<file path="config.mk">
export PLATFORM = sky130hd
export DESIGN_NAME = acpc_top
export DESIGN_NICKNAME = d
export VERILOG_FILES = /design/src/shared/acpc_pkg.sv /design/src/logic/acpc_top.sv
export SDC_FILE = /design/constraint.sdc
export NUM_CORES = 1
export LEC_CHECK = 0
export BUFFER_PORTS_ARGS = -buffer_cell sky130_fd_sc_hd__buf_2
export CAP_MARGIN = 10
export CORE_AREA = 3 3 143 118
export CTS_BUF_LIST = sky130_fd_sc_hd__clkbuf_8
export CTS_CLUSTER_DIAMETER = 50
export DETAILED_ROUTE_END_ITERATION = 8
export DIE_AREA = 0 0 146 121
export PLACE_DENSITY = 0.68
export SLEW_MARGIN = 20
export SYNTH_ARGS = -nofsm -noshare
export SYNTH_HDL_FRONTEND = slang
export SYNTH_SLANG_ARGS = --single-unit
export TNS_END_PERCENT = 5
</file>
<file path="constraint.sdc">
create_clock -name hclk -period 6.3 [get_ports hclk]
set_input_delay 0.63 -clock hclk [delete_from_list [all_inputs] [get_ports hclk]]
set_output_delay 0.63 -clock hclk [all_outputs]
set_load 0.02 [all_outputs]
</file>
<file path="src/shared/acpc_pkg.sv">
// constants for the accumulator command pulse control block
// Functional notes
// RQ1 - xor, carry, end-around carry gives ones add
// RQ2 - twos add sends top overflow to link
// RQ3 - extension xor request issues xor transfer
// RQ4 - load immediate issues xor at T6
// RQ5 - load/xor/add group issues xor at T3
// RQ6 - skip-if-differ issues xor at T3, T6
// RQ7 - skip-if-differ is execute, groups two, three
// RQ8 - either add issues carry propagate at T4
// RQ9 - extension carry request issues carry propagate
// RQ10 - ones add top-bit overflow gives end carry
// RQ11 - extension link request complements link
// RQ12 - operate bit 16 complements link at T7
// RQ13 - twos add top carry complements link
// RQ14 - extension invert request inverts accumulator
// RQ15 - operate bit 17 inverts accumulator at T7
// RQ16 - operate strobe is operate level and T7
// RQ17 - T5 rotate right bit 13, left 14
// RQ18 - bit 7 repeats rotate at T7
// RQ19 - extension rotate requests issue rotate pulses
// RQ20 - and-clear zeroes accumulator where buffer zero
// RQ21 - logical and, groups two, two, at T5
// RQ22 - 18-bit words, bit 0 most significant
// RQ23 - opcode halves decode to two one-hot groups
// RQ24 - rotate shifts 19-bit link-accumulator ring
// RQ25 - same-pulse commands apply in chain order
package acpc_pkg;
  // word geometry
  localparam int unsigned WORD_W = 18;
  localparam int unsigned ADDR_W = 32;
  localparam int unsigned DATA_W = 32;
  // register byte offsets
  localparam logic [7:0] OFS_ACC = 8'h00;
  localparam logic [7:0] OFS_MEMBUF = 8'h04;
  localparam logic [7:0] OFS_LINK = 8'h08;
  localparam logic [7:0] OFS_STATUS = 8'h0C;
  // reset values
  localparam logic [17:0] ACC_RST = 18'h00000;
  localparam logic [17:0] MEMBUF_RST = 18'h00000;
  localparam logic LINK_RST = 1'b0;
  // timing pulse positions in the one-hot timing vector (T1..T7)
  localparam int unsigned TP_T3 = 2;
  localparam int unsigned TP_T4 = 3;
  localparam int unsigned TP_T5 = 4;
  localparam int unsigned TP_T6 = 5;
  localparam int unsigned TP_T7 = 6;
  // instruction bit numbers, bit 0 most significant
  localparam int unsigned IB_DOUBLE = 7;
  localparam int unsigned IB_RIGHT = 13;
  localparam int unsigned IB_LEFT = 14;
  localparam int unsigned IB_LINK = 16;
  localparam int unsigned IB_INVERT = 17;
  // opcode group numbers
  localparam int unsigned GRP_ONE = 1;
  localparam int unsigned GRP_TWO = 2;
  localparam int unsigned GRP_THREE = 3;
  // status register bit positions
  localparam int unsigned ST_XOR = 0;
  localparam int unsigned ST_CARRY = 1;
  localparam int unsigned ST_END = 2;
  localparam int unsigned ST_LINKC = 3;
  localparam int unsigned ST_INV = 4;
  localparam int unsigned ST_ROT_R = 5;
  localparam int unsigned ST_ROT_L = 6;
  localparam int unsigned ST_ANDC = 7;
  localparam int unsigned ST_COUT = 8;
  // ahb constants
  localparam logic [1:0] HTRANS_NONSEQ = 2'b10;
  localparam logic HRESP_OKAY = 1'b0;
endpackage : acpc_pkg

</file>
<file path="src/logic/acpc_top.sv">
// accumulator command pulse control with ahb-lite register slave
//
// Design decisions made here: the register offsets and register access over AHB-Lite.
`timescale 1ns/1ps
module acpc_top import acpc_pkg::*; (
  // clock and reset
  input wire logic hclk,
  input wire logic hresetn,
  // ahb-lite slave
  input wire logic hsel,
  input wire logic [31:0] haddr,
  input wire logic [1:0] htrans,
  input wire logic hwrite,
  input wire logic [2:0] hsize,
  input wire logic hready,
  input wire logic [31:0] hwdata,
  output logic hreadyout,
  output logic [31:0] hrdata,
  output logic hresp,
  // timing chain and decoder
  input wire logic [6:0] timing_pulse,
  input wire logic execute_state,
  input wire logic [3:0] opcode_reg,
  input wire logic load_immediate_op,
  input wire logic operate_op,
  // arithmetic extension unit requests
  input wire logic ext_xor_req,
  input wire logic ext_carry_req,
  input wire logic complement_link_req,
  input wire logic ext_invert_req,
  input wire logic ext_rotate_right_req,
  input wire logic ext_rotate_left_req,
  // command pulses, one cycle after their cause
  output logic xor_transfer_cmd,
  output logic carry_propagate_cmd,
  output logic end_around_carry_cmd,
  output logic link_complement_cmd,
  output logic acc_invert_cmd,
  output logic rotate_right_cmd,
  output logic rotate_left_cmd,
  output logic and_clear_cmd,
  output logic operate_strobe_a,
  output logic operate_strobe_b,
  output logic rotate_strobe,
  output logic top_bit_carry_out,
  // register state
  output logic [17:0] accumulator,
  output logic link_flag
);

  // one-hot decode of a two-bit opcode half
  function automatic logic [3:0] acpc_dec4(input logic [1:0] v);
    acpc_dec4 = 4'h1 << v;
  endfunction : acpc_dec4

  // instruction bit k, bit 0 being the most significant of the word
  function automatic logic acpc_ibit(input logic [17:0] w, input int unsigned k);
    acpc_ibit = w[WORD_W - 1 - k];
  endfunction : acpc_ibit

  // state
  logic [17:0] acc_reg; // accumulator, [17] is word bit 0
  logic [17:0] acc_next;
  logic [17:0] membuf_reg; // memory buffer, written by software
  logic link_reg;
  logic link_next;
  logic [8:0] status_reg; // last cycle's command pulses
  // bus data-phase capture
  logic wr_pend_reg;
  logic [7:0] wr_addr_reg;

  // opcode group levels
  logic [3:0] upper_grp;
  logic [3:0] lower_grp;
  logic upper_group_1;
  logic upper_group_2;
  logic lower_group_2;
  logic lower_group_3;
  assign upper_grp = acpc_dec4(opcode_reg[3:2]); // RQ23
  assign lower_grp = acpc_dec4(opcode_reg[1:0]); // RQ23
  assign upper_group_1 = upper_grp[GRP_ONE];
  assign upper_group_2 = upper_grp[GRP_TWO];
  assign lower_group_2 = lower_grp[GRP_TWO];
  assign lower_group_3 = lower_grp[GRP_THREE];

  // execute-state instruction levels
  logic exec_grp1; // load, xor, ones add, twos add
  logic exec_ones_add;
  logic exec_twos_add;
  logic exec_skip; // skip-if-differ execute
  logic exec_and;
  assign exec_grp1 = execute_state & upper_group_1;
  assign exec_ones_add = exec_grp1 & lower_group_2;
  assign exec_twos_add = exec_grp1 & lower_group_3;
  assign exec_skip = execute_state & upper_group_2 & lower_group_3; // RQ7
  assign exec_and = execute_state & upper_group_2 & lower_group_2; // RQ21

  // pulse triggers for this cycle
  logic xor_go;
  logic carry_go;
  logic inv_go;
  logic andc_go;
  logic op_b_go;
  logic op_a_go;
  logic rot_go;
  logic rot_r_go; // rotate right this cycle
  logic rot_l_go; // rotate left this cycle
  logic lnk_req_go;
  assign xor_go = ext_xor_req // RQ3
    | (load_immediate_op & timing_pulse[TP_T6]) // RQ4
    | (exec_grp1 & timing_pulse[TP_T3]) // RQ5
    | (exec_skip & (timing_pulse[TP_T3] | timing_pulse[TP_T6])); // RQ6
  assign carry_go = ext_carry_req // RQ9
    | ((exec_ones_add | exec_twos_add) & timing_pulse[TP_T4]); // RQ8
  assign op_b_go = operate_op & timing_pulse[TP_T7]; // RQ16
  assign op_a_go = operate_op & timing_pulse[TP_T7];
  assign inv_go = ext_invert_req | (op_b_go & acpc_ibit(membuf_reg, IB_INVERT)); // RQ14 RQ15
  assign andc_go = exec_and & timing_pulse[TP_T5]; // RQ21
  // second rotate strobe only when the double bit is set
  assign rot_go = (operate_op & timing_pulse[TP_T5])
    | (op_a_go & acpc_ibit(membuf_reg, IB_DOUBLE)); // RQ17 RQ18
  // extension requests bypass the strobe so they act in any cycle
  assign rot_r_go = ext_rotate_right_req
    | (rot_go & acpc_ibit(membuf_reg, IB_RIGHT)); // RQ17 RQ19
  assign rot_l_go = ext_rotate_left_req
    | (rot_go & acpc_ibit(membuf_reg, IB_LEFT)); // RQ17 RQ19
  assign lnk_req_go = complement_link_req
    | (op_b_go & acpc_ibit(membuf_reg, IB_LINK)); // RQ11 RQ12

  // bus write in its data phase
  logic wr_acc;
  logic wr_mb;
  logic wr_link;
  assign wr_acc = wr_pend_reg & (wr_addr_reg == OFS_ACC);
  assign wr_mb = wr_pend_reg & (wr_addr_reg == OFS_MEMBUF);
  assign wr_link = wr_pend_reg & (wr_addr_reg == OFS_LINK);

  // datapath: pulses applied in timing chain order on top of a bus write
  logic [18:0] sum_w; // carry sum with top carry out
  logic [18:0] ring_w; // link and accumulator ring
  logic cout_w; // carry out of word bit 0
  logic end_go; // end-around carry issued
  logic twos_flip_go; // link complement from twos overflow
  always_comb begin
    acc_next = wr_acc ? hwdata[WORD_W-1:0] : acc_reg;
    link_next = wr_link ? hwdata[0] : link_reg;
    sum_w = 19'h00000;
    ring_w = 19'h00000;
    cout_w = 1'b0;
    end_go = 1'b0;
    twos_flip_go = 1'b0;
    // exclusive-or transfer first
    if (xor_go) begin
      acc_next = acc_next ^ membuf_reg; // RQ1
    end
    // carries where both words held a one, after the xor
    if (carry_go) begin
      sum_w = {1'b0, acc_next} + {(membuf_reg & ~acc_next), 1'b0}; // RQ1
      cout_w = sum_w[WORD_W];
      acc_next = sum_w[WORD_W-1:0];
    end
    // end-around carry only for ones add; twos add never feeds bit 17
    if (cout_w && exec_ones_add) begin
      end_go = 1'b1; // RQ10
      acc_next = acc_next + 18'h00001; // RQ1 RQ10
    end
    if (cout_w && exec_twos_add) begin
      twos_flip_go = 1'b1; // RQ2 RQ13
    end
    // and-clear keeps bits where the buffer holds a one
    if (andc_go) begin
      acc_next = acc_next & membuf_reg; // RQ20
    end
    if (inv_go) begin
      acc_next = ~acc_next; // RQ15
    end
    // a link request (extension or operate bit 16) and a twos overflow in one cycle cancel
    if (lnk_req_go ^ twos_flip_go) begin
      link_next = ~link_next; // RQ2 RQ12 RQ13
    end
    // rotates last, right before left when both are asked
    ring_w = {link_next, acc_next};
    if (rot_r_go) begin
      ring_w = {ring_w[0], ring_w[18:1]}; // RQ24
    end
    if (rot_l_go) begin
      ring_w = {ring_w[17:0], ring_w[18]}; // RQ24
    end
    acc_next = ring_w[17:0]; // RQ22 RQ25
    link_next = ring_w[18];
  end

  // accumulator and link
  always_ff @(posedge hclk or negedge hresetn) begin
    if (!hresetn) begin
      acc_reg <= ACC_RST;
      link_reg <= LINK_RST;
    end else begin
      acc_reg <= acc_next;
      link_reg <= link_next;
    end
  end

  // memory buffer, software only; no command pulse ever alters it
  always_ff @(posedge hclk or negedge hresetn) begin
    if (!hresetn) begin
      membuf_reg <= MEMBUF_RST;
    end else if (wr_mb) begin
      membuf_reg <= hwdata[WORD_W-1:0];
    end
  end

  // command pulse outputs, registered for clean edges
  always_ff @(posedge hclk or negedge hresetn) begin
    if (!hresetn) begin
      xor_transfer_cmd <= 1'b0;
      carry_propagate_cmd <= 1'b0;
      end_around_carry_cmd <= 1'b0;
      link_complement_cmd <= 1'b0;
      acc_invert_cmd <= 1'b0;
      rotate_right_cmd <= 1'b0;
      rotate_left_cmd <= 1'b0;
      and_clear_cmd <= 1'b0;
      operate_strobe_a <= 1'b0;
      operate_strobe_b <= 1'b0;
      rotate_strobe <= 1'b0;
      top_bit_carry_out <= 1'b0;
    end else begin
      xor_transfer_cmd <= xor_go;
      carry_propagate_cmd <= carry_go;
      end_around_carry_cmd <= end_go;
      link_complement_cmd <= lnk_req_go | twos_flip_go;
      acc_invert_cmd <= inv_go;
      rotate_right_cmd <= rot_r_go;
      rotate_left_cmd <= rot_l_go;
      and_clear_cmd <= andc_go;
      operate_strobe_a <= op_a_go;
      operate_strobe_b <= op_b_go;
      rotate_strobe <= rot_go;
      top_bit_carry_out <= cout_w;
    end
  end

  // status snapshot of the last cycle's pulses
  always_ff @(posedge hclk or negedge hresetn) begin
    if (!hresetn) begin
      status_reg <= 9'h000;
    end else begin
      status_reg[ST_XOR] <= xor_go;
      status_reg[ST_CARRY] <= carry_go;
      status_reg[ST_END] <= end_go;
      status_reg[ST_LINKC] <= lnk_req_go | twos_flip_go;
      status_reg[ST_INV] <= inv_go;
      status_reg[ST_ROT_R] <= rot_r_go;
      status_reg[ST_ROT_L] <= rot_l_go;
      status_reg[ST_ANDC] <= andc_go;
      status_reg[ST_COUT] <= cout_w;
    end
  end

  // register outputs mirror state
  assign accumulator = acc_reg;
  assign link_flag = link_reg;

  // ahb address phase; zero wait, so every NONSEQ request is taken
  logic addr_ok;
  assign addr_ok = hsel & hready & (htrans == HTRANS_NONSEQ);
  always_ff @(posedge hclk or negedge hresetn) begin
    if (!hresetn) begin
      wr_pend_reg <= 1'b0;
      wr_addr_reg <= 8'h00;
    end else begin
      wr_pend_reg <= addr_ok & hwrite;
      wr_addr_reg <= haddr[7:0];
    end
  end

  // read data captured at the address phase, unmapped reads zero
  always_ff @(posedge hclk or negedge hresetn) begin
    if (!hresetn) begin
      hrdata <= 32'h00000000;
    end else if (addr_ok && !hwrite) begin
      if (haddr[7:0] == OFS_ACC) begin
        hrdata <= {14'h0000, acc_next};
      end else if (haddr[7:0] == OFS_MEMBUF) begin
        hrdata <= {14'h0000, membuf_reg};
      end else if (haddr[7:0] == OFS_LINK) begin
        hrdata <= {31'h00000000, link_next};
      end else if (haddr[7:0] == OFS_STATUS) begin
        hrdata <= {23'h000000, status_reg};
      end else begin
        hrdata <= 32'h00000000;
      end
    end
  end

  // always ready, always okay
  always_ff @(posedge hclk or negedge hresetn) begin
    if (!hresetn) begin
      hreadyout <= 1'b1;
      hresp <= HRESP_OKAY;
    end else begin
      hreadyout <= 1'b1;
      hresp <= HRESP_OKAY;
    end
  end
endmodule : acpc_top

</file>
==> metrics.md <==
| Metric | Value |
|---|---|
| ANT cells | 0 |
| Via-to-Cell Ratio | 5.924 |
| Yosys top cell by area | dfrtp_1 |
| RSZ-0062 raised after global routing | no |
| Pleak | approximately 3.6 nW |
| Final worst path period need | 5.978 ns |
| Top_reg_cell synth | dfrtp_1 |
| Clk slew on worst S/H paths | 0.09 ns |
| Most common cell in the synthesized netlist | nand2_1 |
| Post-detailed-routing wire length | 21.69 mm |
| Worst reg2reg path depth | 19 |
| Crit path top cell by count | mux2i_1 |
| CP max-delay cell | or4b_1 |
| Worst skew pair latency | approximately 0.37 ns |
| WS Path Type | flop to flop |
| H-Tree Depth | 3 |
| Die area | 17670 sq um |
| Area contributors post-synth | dfrtp_1 27%, xnor2_1 6.8%, mux2i_1 6.3% |
| CTS max path bufs | 2 |
| First-pass GRT wire length | between 30 and 40 mm |
| Max_cap viols | 0 |
| Setup violations, final | 0 |
| Ratio of cells with drive above 1 in the final layout | a little under a quarter |
| Setup TNS | 0 ns |
| TritonCTS clock tree | yes |
| DR WL/cell | approximately 19 um |
| Critical register-to-register path endpoint | accumulator[16] |
| WP data arrival | 6.18 ns |
| Row count | 41 |
| Final Power | ~3.4 mW |
| Final Skew | ~0.014 ns |
| Slew @ Worst Pin | between 0.9 and 1 ns |
| Pin count of the biggest net entering global routing | 62 |
| Synth top area share | between 20% and 30% |
| Antenna Nets Post-Route | 0 |
| Post-Syn Area | 6952 sq um |
| # IOs | about 160 |
| Startpoint Class | flop |
| Post-synth EDFFs | 0 |
| Layout fillers | 1488 |
| Worst VDD drop | 0.2218 mV |
| Yosys warning count | 0 |
| Synth cell types | 100 |
| Router iterations before antenna repair | 5 |
| Hold Buf Count CTS | 0 |
| Via count | 6700 |
| Detailed Place HPWL | approximately 17 mm |
| Pwr Density | 426.6 nW/um^2 |
| Ys async rst share | 100.0% |
| Num CTS Buffers | 9 |
| Total track usage | approximately 24% |
| DRC viols | 0 |
| Critical path origin | wr_addr_reg[4] |
| Core Area | approximately 16000 sq um |
| Number of global-route vias before repair | about 6300 |
| Critical path endpoint category | flop |
| Drt initial violations | roughly 570 |
| Global route overflow | 0 |
| Worst hold path type | input port to async pin |
| Clk root buf | clkbuf_8 |
| Most frequent cells after synthesis | 76 x nand2_1, 75 x dfrtp_1, 68 x nor2_1 |
| Final Hold Fails | 0 |
| Effective utilization at floorplan | between 40 and 50% |
| CP Cell Sequence | or4b_1 -> nor3_4 -> buf_4 -> mux2i_1 -> xor2_1 -> nor2b_1 -> ha_1 -> nand2b_1 -> mux2_2 -> a211oi_1 -> nor4_1 -> o31ai_4 -> nand4b_4 -> a2111oi_4 -> mux2i_1 -> buf_4 -> o2bb2ai_1 -> mux2i_1 -> xnor2_1 |
| Die H | between 100 and 150 um |
| Nets@finish | just over 1000 |
| Max Slew Vio Count | 0 |
| Outcome | completed |
| Worst endpoint required time | roughly 6.5 ns |
| Maximum fanout along the worst path | 10 |
| Register bit total from synthesis | between 70 and 80 |
| Antenna violations before repair | 0 |
| Max Clk Rate | 0.1673 GHz |
| Part of the Yosys area used for sequential elements | around 27% |
| Max stage delay on crit path | roughly 0.62 ns |
| Buffers on Ports | 99 |
| Slew HR | 39.79% |
| Post-synthesis area per instance | between 8 and 9 sq um |
| GP Congestion | between 0.9 and 1 |
| Die X | roughly 150 um |
| Origin of the critical flop-to-flop path | wr_addr_reg[4] |
| Post-Synthesis Cells | 820 |
| Synth-to-Final Area Change | 13.48% |
| FF-to-FF setup slack | roughly 0.32 ns |
| Clock sinks | 75 |
| Final Cycle Share | a little over nine tenths |
-- cell type report --
class	count	area [sq um]	area share [%]
Clock buffer	10	137.6	1.745
Clock inverter	6	72.57	0.9199
Inverter	29	108.9	1.380
Multi-Input combinational cell	671	4731	59.97
Sequential cell	75	1877	23.79
Tap cell	215	269.0	3.410
Timing Repair Buffer	125	693.2	8.787
-- critical path, delay by kind of cell (launching register included) --
kind / cells / cell delay (ns)
simple gates: 6 / 1.47
mux: 4 / 1.10
fa+ha+maj: 1 / 0.45
xor+xnor: 2 / 0.52
buf+inv: 2 / 0.45
compound gates: 4 / 1.39
flops: 1 / 0.41
-- cell usage in the layout (no fill, tap or decap), drive strengths merged, types with 5 or more instances in the layout --
| cell type | n |
|---|---|
| buf | 125 |
| nand2 | 76 |
| dfrtp | 75 |
| nor2 | 69 |
| xnor2 | 55 |
| a21oi | 52 |
| mux2i | 46 |
| o21ai | 41 |
| nand3 | 30 |
| inv | 28 |
| nor3 | 28 |
| ha | 18 |
| conb | 16 |
| and2 | 16 |
| a21o | 15 |
| mux2 | 15 |
| o211ai | 11 |
| nor4 | 11 |
| a211oi | 11 |
| a22oi | 10 |
| clkbuf | 10 |
| nand4 | 10 |
| and3 | 9 |
| o31ai | 9 |
| or3 | 8 |
| a31oi | 8 |
| nor2b | 7 |
| o22ai | 7 |
| o21a | 6 |
| or2 | 6 |
| a2111oi | 6 |
| xor2 | 5 |
| nand2b | 5 |
| a32o | 5 |
| nand4b | 5 |
| clkinv | 5 |
-- what timing repair did --
| item | CTS | global route |
|---|---|---|
| endpoints found under the hold margin | 0 | 0 |
| setup buffers | 0 | 2 |
| endpoints found under the setup margin | 0 | 4 |
| gates resized for setup | 0 | 1 |
-- through the flow --
step           worst slack, ns  hold slack, ns  area [sq um]  std cells  utilization, %
5_1_grt               0.004754         0.09047          7889       1131           50.75
2_1_floorplan           0.5225          0.3344          7004        834               -
4_1_cts                 0.2387         0.08864          7865       1129           50.60
6_report                0.3223          0.1000          7889       1131           50.75
3_3_place_gp            0.3443          0.4679          7655       1113           49.25
3_5_place_dp            0.3204          0.4787          7655       1113           49.25
-- logic make-up after synthesis --
family / count (synthesis) / synth area share, %
adder cells (fa/ha/maj): 18 / 3.240
AND/OR/NAND/NOR: 292 / 21.92
AO/OA/AOI/OAI: 224 / 24.48
multiplexers: 61 / 9.521
other: 2 / 0.1080
flip-flops: 75 / 27.00
XOR/XNOR: 60 / 7.667
buffers and inverters: 88 / 6.066
-- metal layers --
layer  track usage, %  up-vias  routed length (um)
met5                0        -                   0
met4            6.874        0                 490
met3            5.489       41                1845
met2            36.60      305                9562
met1            35.13     3191                9791
li1                 -     3163                   -
-- power by group --
group	internal, mW	switching (mW)
Clock	0.197	0.201
Combinational	0.911	1.45
Sequential	0.556	0.0548
-- worst max path at each step --
stage                            to  cells after the start  slack [ns]
floorplan                hrdata[12]                     24        0.52
global placement    accumulator[16]                     24        0.34
detailed placement  accumulator[16]                     24        0.32
CTS                 accumulator[16]                     20        0.24
global route        accumulator[16]                     20       0.005
finish              accumulator[16]                     19        0.32
Note: power is estimated with default switching activity, not from simulation.
